`config.mk`:
```
export PLATFORM = sky130hd
export DESIGN_NAME = acss_clock_select
export DESIGN_NICKNAME = d
export VERILOG_FILES = /design/src/logic/acss_pkg.sv /design/src/logic/acss_rate_meter.sv /design/src/logic/acss_clock_select.sv
export SDC_FILE = /design/constraint.sdc
export NUM_CORES = 1
export LEC_CHECK = 0
export BUFFER_PORTS_ARGS = -buffer_cell sky130_fd_sc_hd__buf_2
export CELL_PAD_IN_SITES_DETAIL_PLACEMENT = 1
export CELL_PAD_IN_SITES_GLOBAL_PLACEMENT = 2
export CORE_ASPECT_RATIO = 0.9
export CORE_MARGIN = 3
export CORE_UTILIZATION = 37
export CTS_CLUSTER_DIAMETER = 80
export DETAILED_ROUTE_END_ITERATION = 6
export GPL_ROUTABILITY_DRIVEN = 0
export PLACE_DENSITY_LB_ADDON = 0.05
export REMOVE_ABC_BUFFERS = 1
export SYNTH_ARGS = -nofsm -noshare
export SYNTH_HDL_FRONTEND = slang
export SYNTH_SLANG_ARGS = --single-unit
```
`constraint.sdc`:
```
create_clock -name core_clk_i -period 5.97 [get_ports core_clk_i]
set_input_delay 1.194 -clock core_clk_i [delete_from_list [all_inputs] [get_ports core_clk_i]]
set_output_delay 1.194 -clock core_clk_i [all_outputs]
set_load 0.01 [all_outputs]
```
`src/logic/acss_pkg.sv`:
```
package acss_pkg;
  localparam int CLK_HZ      = 20_000_000;
  localparam int RATE_MIN_HZ = 28_000;
  localparam int RATE_MAX_HZ = 200_000;
  localparam int DS_LO_HZ    = 88_200;
  localparam int DS_HI_HZ    = 96_000;
  localparam int DEF_RATE_HZ = 48_000;
  // longest period rounds up, shortest rounds down
  localparam int PER_MAX  = (CLK_HZ + RATE_MIN_HZ - 1) / RATE_MIN_HZ;
  localparam int PER_MIN  = CLK_HZ / RATE_MAX_HZ;
  localparam int DS_PMAX  = (CLK_HZ + DS_LO_HZ - 1) / DS_LO_HZ;
  localparam int DS_PMIN  = CLK_HZ / DS_HI_HZ;
  localparam int PER_W    = 10;
  localparam int NIN      = 3;
  localparam int QUAL_DEF = 4;
  localparam int MATCH_TOL = 4;

  localparam logic [PER_W-1:0] PLAY_RST = PER_W'(CLK_HZ / DEF_RATE_HZ);

  localparam logic [1:0] REF_WC  = 2'h0;
  localparam logic [1:0] REF_OPT = 2'h1;
  localparam logic [1:0] REF_SER = 2'h2;
  localparam logic [1:0] REF_INT = 2'h3;

  localparam logic [1:0] LK_NONE = 2'h0;
  localparam logic [1:0] LK_LOCK = 2'h1;
  localparam logic [1:0] LK_SYNC = 2'h2;

  localparam int AW = 8;
  localparam logic [AW-1:0] OFF_CTRL = 8'h00;
  localparam logic [AW-1:0] OFF_PLAY = 8'h04;
  localparam logic [AW-1:0] OFF_STAT = 8'h08;
  localparam logic [AW-1:0] OFF_WPER = 8'h0c;
  localparam logic [AW-1:0] OFF_OPER = 8'h10;
  localparam logic [AW-1:0] OFF_SPER = 8'h14;
  localparam logic [AW-1:0] OFF_ACT  = 8'h18;
  localparam logic [AW-1:0] OFF_SYS  = 8'h1c;
  localparam logic [AW-1:0] OFF_IRQS = 8'h20;
  localparam logic [AW-1:0] OFF_IRQM = 8'h24;

  localparam int CTRL_AUTO = 0;
  localparam int CTRL_PREF = 1;
  localparam logic CTRL_AUTO_RST = 1'b1;
  localparam int ST_SLAVE_B = 0;
  localparam int ST_SMUX_B  = 1;
  localparam int ST_SEL_B   = 2;
  localparam int ST_LOCK_B  = 4;

  localparam int IRQ_W      = 5;
  localparam int IRQ_REF    = 0;
  localparam int IRQ_MASTER = 1;
  localparam int IRQ_LOCK   = 2;

  typedef enum logic [1:0] {
    ACSS_ST_MASTER = 2'b01,
    ACSS_ST_SLAVE  = 2'b10
  } acss_state_e;

  typedef struct packed {
    logic             chk;
    logic             ok;
    logic [PER_W-1:0] per;
  } acss_meas_s;
endpackage

```
`src/logic/acss_rate_meter.sv`:
```
module acss_rate_meter #(
  parameter int PMIN = acss_pkg::PER_MIN,
  parameter int PMAX = acss_pkg::PER_MAX
) (
  input  wire logic                core_clk_i,
  input  wire logic                rst_i,
  input  wire logic                link_i,
  output acss_pkg::acss_meas_s     meas_o
);
  import acss_pkg::*;

  logic             s1_q;
  logic             s2_q;
  logic             s3_q;
  logic [PER_W-1:0] cnt_q;
  logic             rise;
  logic             tmo;
  logic [PER_W-1:0] per;
  logic             arm_q;

  assign rise = s2_q & ~s3_q;
  assign tmo  = (cnt_q == PER_W'(PMAX));
  assign per  = cnt_q + PER_W'(1);

  always_ff @(posedge core_clk_i) begin
    if (rst_i) begin
      s1_q <= 1'b0;
      s2_q <= 1'b0;
      s3_q <= 1'b0;
    end else begin
      s1_q <= link_i;
      s2_q <= s1_q;
      s3_q <= s2_q;
    end
  end

  // first edge after silence only restarts timing: its partial period is no check
  always_ff @(posedge core_clk_i) begin
    if (rst_i) begin
      arm_q <= 1'b0;
    end else if (rise) begin
      arm_q <= 1'b1;
    end else if (tmo) begin
      arm_q <= 1'b0;
    end
  end

  // a missing edge ends the check as invalid, so a dead input decays
  always_ff @(posedge core_clk_i) begin
    if (rst_i || rise || tmo) begin
      cnt_q <= '0;
    end else begin
      cnt_q <= cnt_q + PER_W'(1);
    end
  end

  always_ff @(posedge core_clk_i) begin
    if (rst_i) begin
      meas_o <= '0;
    end else begin
      meas_o.chk <= (rise & arm_q) | tmo;
      meas_o.ok  <= rise && arm_q && !tmo && (per >= PER_W'(PMIN));
      if (rise && arm_q && !tmo && (per >= PER_W'(PMIN))) begin
        meas_o.per <= per;
      end
    end
  end

  property p_bounds;
    @(posedge core_clk_i) disable iff (rst_i)
      meas_o.ok |-> (meas_o.per >= PER_W'(PMIN)) && (meas_o.per <= PER_W'(PMAX));
  endproperty
  AST_RATE_BOUNDS: assert property (p_bounds)
    else $error("accepted period outside rate range");

  AST_SCAN_TIMEOUT: assert property (
    @(posedge core_clk_i) disable iff (rst_i)
      (cnt_q == PER_W'(PMAX)) |=> meas_o.chk && !meas_o.ok && (cnt_q == '0))
    else $error("silent input not reported as invalid check");
endmodule

```
`src/logic/acss_clock_select.sv`:
```
// How it works
// - in automatic mode each clock input is timed edge to edge and judged valid or not.
// - a valid input at the playback rate moves the clock off the crystal and flags slave.
// - with automatic mode off the block always runs from its own clock.
// - word clock, optical and serial inputs are all watched at once and only one becomes reference.
// - the preferred input wins whenever valid, else the others are tried in order.
// - with no valid input in automatic mode the block falls back to master by itself.
// - status names the active reference and its measured period.
// - each input reports no lock, lock, or sync with the system clock.
// - any rate from 28 to 200 kHz is accepted on every input.
// - double speed with the optical input preferred turns on sample multiplexing.
// - under multiplexing the optical link is expected and shown at half the rate.
// - only word clock, optical and serial inputs are candidates.
// - system status shows master or slave and the resulting period.
//
// Chosen here: the register addresses and the APB register port.
module acss_clock_select #(
  parameter int QUAL = acss_pkg::QUAL_DEF
) (
  input  wire logic                     core_clk_i,
  input  wire logic                     rst_i,
  input  wire logic                     wclk_i,
  input  wire logic                     opt_clk_i,
  input  wire logic                     ser_clk_i,
  input  wire logic                     psel_i,
  input  wire logic                     penable_i,
  input  wire logic                     pwrite_i,
  input  wire logic [acss_pkg::AW-1:0]  paddr_i,
  input  wire logic [31:0]              pwdata_i,
  output logic      [31:0]              prdata_o,
  output logic                          pready_o,
  output logic                          pslverr_o,
  output logic                          irq_o,
  output logic      [1:0]               clk_src_o,
  output logic                          slave_o,
  output logic                          smux_o
);
  import acss_pkg::*;

  localparam int QW = $clog2(QUAL + 1);

  function automatic logic near(input logic [PER_W:0] a, input logic [PER_W:0] b);
    logic [PER_W:0] d;
    d = (a > b) ? a - b : b - a;
    return d <= (PER_W + 1)'(MATCH_TOL);
  endfunction

  acss_meas_s       meas [NIN];
  logic [NIN-1:0]   lnk;
  logic [QW-1:0]    qcnt_q [NIN];
  logic [NIN-1:0]   qual_q;
  logic [NIN-1:0]   match;
  logic [PER_W:0]   expct [NIN];
  logic [1:0]       lock_q [NIN];
  logic [1:0]       lock_d [NIN];
  logic             auto_q;
  logic [1:0]       pref_q;
  logic [PER_W-1:0] ply_q;
  logic             dbl;
  logic [1:0]       cand;
  acss_state_e      state_q;
  acss_state_e      state_d;
  logic [1:0]       sel_d;
  logic [PER_W-1:0] act_per_q;
  logic [PER_W-1:0] sys_per_q;
  logic [IRQ_W-1:0] irqs_q;
  logic [IRQ_W-1:0] irqm_q;
  logic [IRQ_W-1:0] ev;
  logic             acc;
  logic             wr;
  logic [31:0]      rd;
  logic             hit;

  assign lnk = {ser_clk_i, opt_clk_i, wclk_i};

  for (genvar g = 0; g < NIN; g++) begin : g_meter
    acss_rate_meter #(
      .PMIN (PER_MIN),
      .PMAX (PER_MAX)
    ) u_meter (
      .core_clk_i (core_clk_i),
      .rst_i      (rst_i),
      .link_i     (lnk[g]),
      .meas_o     (meas[g])
    );
  end

  // up on a good check, down on a bad one: brief dropouts do not flip the source
  always_ff @(posedge core_clk_i) begin
    for (int i = 0; i < NIN; i++) begin
      if (rst_i) begin
        qcnt_q[i] <= '0;
        qual_q[i] <= 1'b0;
      end else if (meas[i].chk) begin
        if (meas[i].ok && qcnt_q[i] != QW'(QUAL)) begin
          qcnt_q[i] <= qcnt_q[i] + QW'(1);
          if (qcnt_q[i] == QW'(QUAL - 1)) begin
            qual_q[i] <= 1'b1;
          end
        end else if (!meas[i].ok && qcnt_q[i] != '0) begin
          qcnt_q[i] <= qcnt_q[i] - QW'(1);
          if (qcnt_q[i] == QW'(1)) begin
            qual_q[i] <= 1'b0;
          end
        end
      end
    end
  end

  assign dbl = (ply_q >= PER_W'(DS_PMIN)) && (ply_q <= PER_W'(DS_PMAX));

  // optical link carries two channels per sample, so it ticks at half rate
  always_comb begin
    for (int i = 0; i < NIN; i++) begin
      expct[i] = {1'b0, ply_q};
      if (i == int'(REF_OPT) && smux_o) begin
        expct[i] = {ply_q, 1'b0};
      end
      match[i] = qual_q[i] && near({1'b0, meas[i].per}, expct[i]);
    end
  end

  always_comb begin
    cand = REF_INT;
    if (pref_q != REF_INT && match[pref_q]) begin
      cand = pref_q;
    end else begin
      for (int i = NIN - 1; i >= 0; i--) begin
        if (match[i]) begin
          cand = 2'(i);
        end
      end
    end
  end

  always_comb begin
    state_d = state_q;
    sel_d   = clk_src_o;
    case (state_q)
      ACSS_ST_MASTER: begin
        if (auto_q && cand != REF_INT) begin
          state_d = ACSS_ST_SLAVE;
          sel_d   = cand;
        end
      end
      ACSS_ST_SLAVE: begin
        if (!auto_q || cand == REF_INT) begin
          state_d = ACSS_ST_MASTER;
          sel_d   = REF_INT;
        end else begin
          sel_d   = cand;
        end
      end
      default: begin
        state_d = ACSS_ST_MASTER;
        sel_d   = REF_INT;
      end
    endcase
  end

  always_ff @(posedge core_clk_i) begin
    if (rst_i) begin
      state_q   <= ACSS_ST_MASTER;
      clk_src_o <= REF_INT;
      slave_o   <= 1'b0;
      smux_o    <= 1'b0;
    end else begin
      state_q   <= state_d;
      clk_src_o <= sel_d;
      slave_o   <= (state_d == ACSS_ST_SLAVE);
      smux_o    <= dbl && (pref_q == REF_OPT);
    end
  end

  always_ff @(posedge core_clk_i) begin
    if (rst_i) begin
      act_per_q <= '0;
      sys_per_q <= PLAY_RST;
    end else if (state_d == ACSS_ST_SLAVE) begin
      act_per_q <= meas[sel_d].per;
      sys_per_q <= (sel_d == REF_OPT && smux_o) ? meas[sel_d].per >> 1
                                                : meas[sel_d].per;
    end else begin
      act_per_q <= '0;
      sys_per_q <= ply_q;
    end
  end

  always_comb begin
    for (int i = 0; i < NIN; i++) begin
      if (!qual_q[i]) begin
        lock_d[i] = LK_NONE;
      end else if (slave_o ? (clk_src_o == 2'(i)) : match[i]) begin
        lock_d[i] = LK_SYNC;
      end else begin
        lock_d[i] = LK_LOCK;
      end
    end
  end

  always_ff @(posedge core_clk_i) begin
    for (int i = 0; i < NIN; i++) begin
      if (rst_i) begin
        lock_q[i] <= LK_NONE;
      end else begin
        lock_q[i] <= lock_d[i];
      end
    end
  end

  always_comb begin
    ev             = '0;
    ev[IRQ_REF]    = (sel_d != clk_src_o);
    ev[IRQ_MASTER] = (state_q == ACSS_ST_SLAVE) && (state_d == ACSS_ST_MASTER) && auto_q;
    for (int i = 0; i < NIN; i++) begin
      ev[IRQ_LOCK + i] = (lock_d[i] != lock_q[i]);
    end
  end

  // second access cycle carries the write, matching the edge the master sees pready
  assign acc = psel_i & penable_i & ~pready_o;
  assign wr  = psel_i & penable_i & pready_o & pwrite_i & ~pslverr_o;

  always_comb begin
    hit = (paddr_i[1:0] == 2'h0);
    rd  = '0;
    case (paddr_i)
      OFF_CTRL: rd[CTRL_PREF+1:0] = {pref_q, auto_q};
      OFF_PLAY: rd[PER_W-1:0] = ply_q;
      OFF_STAT: rd[ST_LOCK_B+2*NIN-1:0] = {lock_q[2], lock_q[1], lock_q[0],
                                           clk_src_o, smux_o, slave_o};
      OFF_WPER: rd[PER_W-1:0] = meas[REF_WC].per;
      OFF_OPER: rd[PER_W-1:0] = meas[REF_OPT].per;
      OFF_SPER: rd[PER_W-1:0] = meas[REF_SER].per;
      OFF_ACT:  rd[PER_W-1:0] = act_per_q;
      OFF_SYS:  rd[PER_W-1:0] = sys_per_q;
      OFF_IRQS: rd[IRQ_W-1:0] = irqs_q;
      OFF_IRQM: rd[IRQ_W-1:0] = irqm_q;
      default:  hit = 1'b0;
    endcase
  end

  always_ff @(posedge core_clk_i) begin
    if (rst_i) begin
      pready_o  <= 1'b0;
      pslverr_o <= 1'b0;
      prdata_o  <= '0;
    end else begin
      pready_o  <= acc;
      pslverr_o <= acc & ~hit;
      if (acc) begin
        prdata_o <= pwrite_i ? '0 : rd;
      end
    end
  end

  always_ff @(posedge core_clk_i) begin
    if (rst_i) begin
      auto_q <= CTRL_AUTO_RST;
      pref_q <= REF_WC;
      ply_q  <= PLAY_RST;
      irqm_q <= '0;
    end else if (wr) begin
      case (paddr_i)
        OFF_CTRL: begin
          auto_q <= pwdata_i[CTRL_AUTO];
          pref_q <= pwdata_i[CTRL_PREF+1:CTRL_PREF];
        end
        OFF_PLAY: ply_q  <= pwdata_i[PER_W-1:0];
        OFF_IRQM: irqm_q <= pwdata_i[IRQ_W-1:0];
        default: ;
      endcase
    end
  end

  // a new event in the clearing cycle survives
  always_ff @(posedge core_clk_i) begin
    if (rst_i) begin
      irqs_q <= '0;
      irq_o  <= 1'b0;
    end else begin
      irqs_q <= (irqs_q & ~((wr && paddr_i == OFF_IRQS) ? pwdata_i[IRQ_W-1:0] : '0)) | ev;
      irq_o  <= |(irqs_q & irqm_q);
    end
  end

  AST_MANUAL_MASTER: assert property (
    @(posedge core_clk_i) disable iff (rst_i)
      !auto_q |=> !slave_o && (clk_src_o == REF_INT))
    else $error("manual master left internal clock");

  AST_FALLBACK: assert property (
    @(posedge core_clk_i) disable iff (rst_i)
      (auto_q && match == '0) |=> !slave_o && (clk_src_o == REF_INT))
    else $error("no valid input but not master");

  AST_PREF_WINS: assert property (
    @(posedge core_clk_i) disable iff (rst_i)
      (auto_q && pref_q != REF_INT && match[pref_q]) |=> slave_o && (clk_src_o == $past(pref_q)))
    else $error("preferred valid input not chosen");

  AST_SLAVE_CAUSE: assert property (
    @(posedge core_clk_i) disable iff (rst_i)
      $rose(slave_o) |-> $past(auto_q) && $past(match[cand]) && (clk_src_o == $past(cand)))
    else $error("slave without a rate matched input");

  AST_SMUX: assert property (
    @(posedge core_clk_i) disable iff (rst_i)
      ##1 smux_o == ($past(pref_q) == REF_OPT && $past(dbl)))
    else $error("multiplex mode wrong");

  AST_OPT_HALF: assert property (
    @(posedge core_clk_i) disable iff (rst_i)
      (smux_o && slave_o && clk_src_o == REF_OPT) ##1 (slave_o && clk_src_o == REF_OPT)
        |-> sys_per_q == (act_per_q >> 1))
    else $error("optical rate not halved under multiplex");

  AST_QUALIFY: assert property (
    @(posedge core_clk_i) disable iff (rst_i)
      $rose(qual_q[0]) |-> $past(qcnt_q[0]) == QW'(QUAL - 1) && $past(meas[0].ok))
    else $error("input qualified too early");

  AST_LOCK_NONE: assert property (
    @(posedge core_clk_i) disable iff (rst_i)
      !qual_q[1] |=> lock_q[1] == LK_NONE)
    else $error("unqualified input shows lock");

  AST_ACT_PER: assert property (
    @(posedge core_clk_i) disable iff (rst_i)
      slave_o && $stable(clk_src_o) |-> act_per_q == $past(meas[clk_src_o].per))
    else $error("active period not of selected input");

  AST_REF_RANGE: assert property (
    @(posedge core_clk_i) disable iff (rst_i)
      slave_o |-> clk_src_o != REF_INT)
    else $error("slave on non candidate source");

  AST_SYS_MASTER: assert property (
    @(posedge core_clk_i) disable iff (rst_i)
      !slave_o ##1 !slave_o |-> sys_per_q == $past(ply_q))
    else $error("master period not playback period");
endmodule

```
==> results by group, run 1 <==
Run status
  – Status: finished, final reports clean

Routing
  – DRT Wirelength: about 36000 um
  – DR vias/cell: roughly 5.6
  – Initial DRC count: approximately 800
  – DR pass1 iterations: 6
  – Final ANT Viol Nets: 0
  – Vias: approximately 9900
  – Routed WL per cell: 20.7 um
  – Remaining DRCs: 0

Floorplanning
  – Total Die Area: between 30000 and 40000 um^2
  – Die width: about 190 um
  – Vert. Die Dim: approximately 170 um
  – FP Rows: 58
  – Core area: 28400 um^2
  – Starting Density: 0.381
  – Num ports: 87

Logic synthesis
  – Yosys cell types: just over 90
  – Commonest cells in the netlist: nor2_1 (175), dfxtp_1 (149), nand2_1 (103)
  – Yosys reg bits: about 160
  – Top post-synthesis cells by area: dfxtp_1 (28%), ha_1 (9.6%), nor2_1 (6.1%)
  – Ys async rst share: 0
  – Mapped Cells: approximately 1300
  – EDFF count, synth: 9
  – Yosys warnings: 0
  – Mapped Area: ~11000 um^2
  – Most numerous cell in the Yosys netlist: nor2_1
  – Avg Cell Area, Syn: a little over 8 um^2
  – Ys flop type: dfxtp_1
  – Top-area cell type share of the netlist area: 0.276
  – Post-synthesis sequential area ratio: 0.301
  – Leading area contributor after synthesis: dfxtp_1

STA
  – Skew final: between 0.015 and 0.02 ns
  – Max transition margin: 0.333
  – Achievable Freq: 187 MHz
  – Slew @ Worst Pin: roughly 1.0 ns
  – Tcrit/Tclk final: 0.896
  – Final max-slew violation count: 0
  – Setup-failing EPs final: 0
  – Hold Violations, Final: 0
  – Setup TNS: 0 ns
  – RSZ-0062 raised after global routing: no
  – Tmin final: 5.35 ns

CTS
  – CTS Hold Bufs: 0
  – Setup bufs post-CTS: 0
  – H-tree levels: 4
  – Later-pin clock latency in the skew report: about 0.45 ns
  – Post_cts resized: 0
  – Clock transition at path regs: 0.07 ns
  – TritonCTS Buffers: 17
  – Clock buffer depth: 2
  – CTS Root Cell: clkbuf_16
  – CTS tree: yes
  – Clock sink count: approximately 160

Final layout
  – Area of the multi-input gates: roughly 6900 um^2
  – Diodes inserted: 0
  – Layout area overhead: 10.5%
  – Share of layout cells above drive strength 1: 0.0966
  – Nets: between 1000 and 1500
  – Fillers: around 3400
  – Finished Cell Area: approximately 12000 um^2
  – Register area: between 3000 and 4000 um^2

Min path
  – Min-delay src: g_meter[0].u_meter.s1_q
  – Hold Crit Endpoint: g_meter[0].u_meter.s2_q
  – Min-delay worst type: register to register
  – Hold Path Cell Cnt: 1

Critical path
  – Critical path startpoint category: register
  – CP arrival: about 5.7 ns
  – Reg2Reg Depth: 19
  – Critical path required time: about 6.3 ns
  – CP max FO: 19
  – CP Capture Type: register
  – Reg2reg end: sys_per_q[0]
  – Reg-to-reg startpoint: smux_o
  – Crit path kind: register to register
  – FF-to-FF setup slack: approximately 0.62 ns

Placed design
  – Port Buffer Count: 42
  – Dpl hpwl: ~28000 um
  – Placed inst area: 11300 um^2

Pwr
  – Worst vdd ir: 0.000202 V
  – Lkg Pwr: approximately 4.7 nW
  – Cell Pwr Density: between 200 and 250 nW/um^2

Global route
  – Global route overflow: 0
  – Total GRT Usage: 0.234
  – Met3 Use GR: 0.0320
  – Met1 Usage GRT: 0.340
  – Initial antenna violation count: 1
  – Vias in the first global route: slightly below 10000
  – First-pass GRT wire length: 56900 um
  – Largest net degree at the start of global routing: between 50 and 60
  – Routing usage on met2: 0.358
  – Busiest grt layer: met2

Run
  – Max-cap viol count: 0
[per-layer routing]
| metal | up-vias | part of all wire |
|---|---|---|
| met5 | - | 0 |
| met1 | 4817 | 0.49 |
| li1 | 4799 | - |
| met2 | 258 | 0.43 |
| met3 | 46 | 0.051 |
| met4 | 0 | 0.028 |
[worst max-delay path by stage]
stage / slack [ns] / start / to / depth (start not counted)
6_report: 0.62 / smux_o / sys_per_q[0] / 19
3_3_place_gp: 0.83 / smux_o / sys_per_q[3] / 17
3_5_place_dp: 0.81 / ply_q[5] / sys_per_q[5] / 15
4_1_cts: 0.76 / smux_o / sys_per_q[3] / 17
5_1_grt: 0.32 / smux_o / sys_per_q[0] / 18
2_1_floorplan: 0.85 / smux_o / sys_per_q[8] / 14
[placed cells by master (no fill, tap or decap), types with 17 or more instances in the layout]
cell,Yosys,final
o21ai_0,40,40
buf_4,26,19
buf_2,13,41
and3_1,22,22
a211oi_1,23,23
conb_1,1,22
nor2_1,175,175
inv_1,78,78
xor2_1,21,21
dfxtp_1,149,149
nand3_1,36,36
a22oi_1,22,22
o211ai_1,18,18
clkbuf_16,0,17
ha_1,83,83
a21oi_1,64,64
nand2_1,103,103
nor2b_1,27,27
nor3_1,24,23
xnor2_1,21,21
mux2i_1,39,39
[cell families (layout without fill, tap and decap cells)]
| family | after synthesis | after routing | synth area share |
|---|---|---|---|
| XOR/XNOR | 42 | 42 | 0.0340 |
| AND/OR/NAND/NOR | 506 | 506 | 0.230 |
| buffers and inverters | 159 | 170 | 0.0685 |
| flip-flops | 158 | 158 | 0.301 |
| AO/OA/AOI/OAI | 343 | 343 | 0.231 |
| other | 1 | 22 | 0.000347 |
| adder cells (fa/ha/maj) | 83 | 83 | 0.0961 |
| multiplexers | 42 | 42 | 0.0392 |
[report_power, final]
group	total (mW)	leakage (nW)	internal, mW	switching, mW
clock network	1.23	0.323	0.735	0.493
registers	1.10	1.30	1.08	0.0206
logic	0.173	3.09	0.0626	0.110
[worst max-delay path: stages, from the launching register on]
cell and delay [ns]:
dfxtp_1 0.83, buf_4 0.24, nand2_1 0.05, o21a_1 0.18
inv_1 0.08, ha_1 0.25, o21a_1 0.16, a21boi_1 0.44
o2111ai_1 0.22, mux2i_1 0.16, nor4_1 0.40, o221ai_1 0.21
or2_1 0.32, o32ai_2 0.38, nor3b_2 0.27, buf_4 0.29
nor2b_1 0.16, buf_4 0.21, a2bb2oi_1 0.10, a211oi_1 0.25
[flip-flops by register name (all words and copies together), names as in the netlist, 5 cells and up]
name,flops
g_meter.u_meter.cnt_q,30
act_per_q,10
qcnt_q,9
irqs_q,5
ply_q,10
lock_q,6
g_meter.u_meter.meas_o,36
prdata_o,10
sys_per_q,10
irqm_q,5
[layout make-up]
type	instances	area share
repair buffers	60	0.0291
well taps	390	0.0409
flip-flops and latches	158	0.272
multi-input cells	1038	0.578
clock inverters	13	0.0169
clock buffers	19	0.0379
inverters	78	0.0245
[stage by stage]
stage                     hold slack (ns)  power, mW  cells  setup slack (ns)   util
after floorplan                     0.414       1.22   1274             0.855      -
after global placement              0.439       1.30   1724             0.826  0.398
after detailed placement            0.434       1.30   1724             0.811  0.398
after CTS                           0.454       2.53   1756             0.757  0.421
after global routing                0.462       2.60   1756             0.316  0.421
final                               0.444       2.50   1756             0.621  0.421
Power figures use the tool's default switching activity.
==> run 2, diff against run 1 <==
--- a/config.mk
+++ b/config.mk
@@ -18,4 +18,5 @@
 export REMOVE_ABC_BUFFERS = 1
 export SYNTH_ARGS = -nofsm -noshare
 export SYNTH_HDL_FRONTEND = slang
+export SYNTH_HIERARCHICAL = 1
 export SYNTH_SLANG_ARGS = --single-unit
==> run 2 against run 1 <==
Synthesized cell count increased by 6.6%. Core utilization fell by 0.26 points. Flip-flop and latch count stayed put. Largest cell class unchanged. Largest power group unchanged.
==> results by group, run 2 <==
CTS
  – TritonCTS Buffers: 17 (unchanged)
  – H-tree levels: 4 (unchanged)
  – Clock transition at path regs: 0.08 ns (about the same)
  – Clock sink count: 158 (unchanged)
  – CTS Root Cell: clkbuf_16
  – CTS Hold Bufs: 0 (unchanged)
  – Post_cts resized: 0 (unchanged)
  – Setup bufs post-CTS: 0 (unchanged)
  – Clock buffer depth: 2 (unchanged)
  – Later-pin clock latency in the skew report: 0.45 ns (about the same)
  – CTS tree: yes

Floorplanning
  – Starting Density: 0.382 (+0.00103)
  – Total Die Area: 33600 um^2 (+7.2%)
  – Num ports: 87 (unchanged)
  – Die width: 193 um (+3.5%)
  – Vert. Die Dim: 174 um (+3.5%)
  – Core area: 30400 um^2 (+7.2%)
  – FP Rows: 60 (+3.4%)

Logic synthesis
  – EDFF count, synth: 9 (unchanged)
  – Post-synthesis sequential area ratio: 0.280 (-0.0208)
  – Leading area contributor after synthesis: dfxtp_1
  – Mapped Area: 11600 um^2 (+7.4%)
  – Mapped Cells: 1422 (+6.6%)
  – Most numerous cell in the Yosys netlist: nor2_1
  – Yosys cell types: 105 (+14%)
  – Top-area cell type share of the netlist area: 0.257 (-0.0191)
  – Ys flop type: dfxtp_1
  – Yosys reg bits: 158 (unchanged)
  – Ys async rst share: 0 (unchanged)
  – Top post-synthesis cells by area: dfxtp_1 (26%), ha_1 (8.9%), nor2_1 (5.5%)
  – Avg Cell Area, Syn: 8.17 um^2 (+0.79%)
  – Commonest cells in the netlist: nor2_1 (169), dfxtp_1 (149), nand2_1 (113)
  – Yosys warnings: 6 (+6)

STA
  – Final max-slew violation count: 0 (unchanged)
  – RSZ-0062 raised after global routing: no
  – Setup TNS: 0 ns (unchanged)
  – Achievable Freq: 191 MHz (+2.3%)
  – WHS: 0.438 ns (-0.00591 ns)
  – Slew @ Worst Pin: 1.03 ns (+0.0333 ns)
  – Skew final: 0.0130 ns (-0.00387 ns)
  – Hold Violations, Final: 0 (unchanged)
  – Setup-failing EPs final: 0 (unchanged)
  – Tmin final: 5.23 ns (-0.120 ns)
  – Max transition margin: 0.304 (-0.0294)
  – Tcrit/Tclk final: 0.876 (-0.0201)

Placed design
  – Port Buffer Count: 42 (unchanged)
  – Dpl hpwl: 29100 um (+4.6%)
  – Inst Count DP: 1813 (+5.2%)

Critical path
  – Crit path largest cell delay: 0.62 ns (-0.21 ns)
  – Crit-path slowest cell: dfxtp_1
  – Critical path startpoint category: register
  – CP Buf/Inv Count: 2 (-2)
  – CP Capture Type: register
  – Delay-heaviest family, CP: compound AO/OA/AOI/OAI gates
  – Reg2Reg Depth: 17 (-2)
  – Worst path cell trace: buf_4, nand2_1, o21a_1, inv_1, ha_1, and3_1, and2_1, a221oi_1, nor3_1, mux2_2, a32o_1, and2_1, a221oi_2, nor2_2, nor3_4, a221oi_1, o31ai_1
  – FF-to-FF setup slack: 0.74 ns (+0.12 ns)
  – Reg-to-reg startpoint: smux_o
  – CP arrival: 5.59 ns (-0.09 ns)
  – Reg2reg end: sys_per_q[8]
  – Crit path kind: register to register
  – Critical path required time: 6.33 ns (+0.02 ns)
  – CP max FO: 18 (-1)

Routing
  – Remaining DRCs: 0 (unchanged)
  – DR vias/cell: 5.70 (+0.86%)
  – Vias: 10500 (+6.0%)
  – Initial DRC count: 671 (-15%)
  – Routed WL per cell: 20.7 um (about the same)
  – DR pass1 iterations: 5 (-1)
  – DRT Wirelength: 38100 um (+5.0%)
  – Final ANT Viol Nets: 0 (unchanged)

Final layout
  – Top Registers: g_meter.u_meter/meas_o (36), g_meter.u_meter/cnt_q (30)
  – Nets: 1560 (+5.1%)
  – Largest register FFs: 36 (unchanged)
  – Share of layout cells above drive strength 1: 0.129 (+0.0324)
  – Reg with most FFs: g_meter.u_meter/meas_o
  – Layout Cells excl Fill: 1845 (+5.1%)
  – Layout area overhead: 9.50%
  – Most common cell after layout, fill and taps aside: nor2_1
  – Diodes inserted: 0 (unchanged)
  – Most frequent cells in the layout: nor2_1 (169), dfxtp_1 (149), nand2_1 (113)

Global route
  – Vias in the first global route: 10400 (+6.3%)
  – First-pass GRT wire length: 60100 um (+5.7%)
  – Global route overflow: 0 (unchanged)
  – Largest net degree at the start of global routing: 95 (+64%)
  – Initial antenna violation count: 0 (-1)
  – Total GRT Usage: 0.228 (-0.00600)

Min path
  – Hold Crit Endpoint: g_meter[2].u_meter/s2_q
  – Min-delay src: g_meter[2].u_meter/s1_q
  – Min-delay worst type: register to register
  – Hold Path Cell Cnt: 1 (unchanged)

Pwr
  – Cell Pwr Density: 195 nW/um^2 (-7.1%)
  – Worst vdd ir: 0.000192 V (-4.6%)
  – Lkg Pwr: 4.83 nW (+2.4%)

Run status
  – Status: finished, final reports clean

Run
  – Max-cap viol count: 0 (unchanged)
## run 2: changes by cell type after synthesis, moves of 9 or more
| cell | change |
|---|---|
| mux2_2 | +22 |
| a211oi_1 | -9 |
| nor2b_1 | +21 |
| nand2_1 | +10 |
| o21ai_0 | +16 |
| and3_1 | -11 |
| o21a_1 | +11 |
| mux2i_1 | -15 |
| clkbuf_1 | +17 |
| o211ai_1 | -9 |
## run 2: power by group
part / internal, mW / switching [mW]
clock: 0.687 / 0.530
sequential: 1.08 / 0.0218
combinational: 0.0492 / 0.108
total: 1.81 / 0.660
## run 2: area by class of cell
cell class	count	area, um^2
multi-input combinational	1103	7610
sequential	158	3250
fill	3703	17700
clock inverter	12	159
inverter	86	324
timing repair buffer	63	383
tap	403	504
clock buffer	20	479
## run 2: worst max path at each step
stage | start | to | slack, ns | cells after the start
floorplan | smux_o | sys_per_q[5] | 1.47 | 15
global placement | smux_o | sys_per_q[7] | 0.84 | 16
detailed placement | smux_o | sys_per_q[7] | 0.80 | 16
CTS | smux_o | sys_per_q[7] | 0.79 | 16
global route | g_meter[2].u_meter/meas_o[6] | sys_per_q[9] | 0.50 | 14
finish | smux_o | sys_per_q[8] | 0.74 | 17
## run 2: per-stage QoR
stage                util  total power [mW]  worst slack (ns)  instance area [um^2]
CTS                 0.418              2.51             0.795                 12700
finish              0.418              2.47             0.741                 12700
floorplan               -              1.21              1.47                 11200
global placement    0.397              1.28             0.842                 12100
global route        0.418              2.58             0.495                 12700
detailed placement  0.397              1.28             0.803                 12100
## run 2: cell families after synthesis
family                     after synthesis  share of synthesized area
AOI/OAI and AO/OA                      372                      0.238
adders and majority gates               83                     0.0894
DFF                                    158                      0.280
xor gates and xnor gates                38                     0.0287
other                                    1                   0.000323
muxes                                   53                     0.0501
and+or+nand+nor                        535                      0.242
buffers and inverters                  182                     0.0714
## run 2: metal layers
metal	wire, um	track usage	vias up
met4	355	0.0395	0
met1	18700	0.328	5185
met3	1610	0.0321	27
met2	17400	0.367	205
li1	-	-	5095
met5	0	0	-
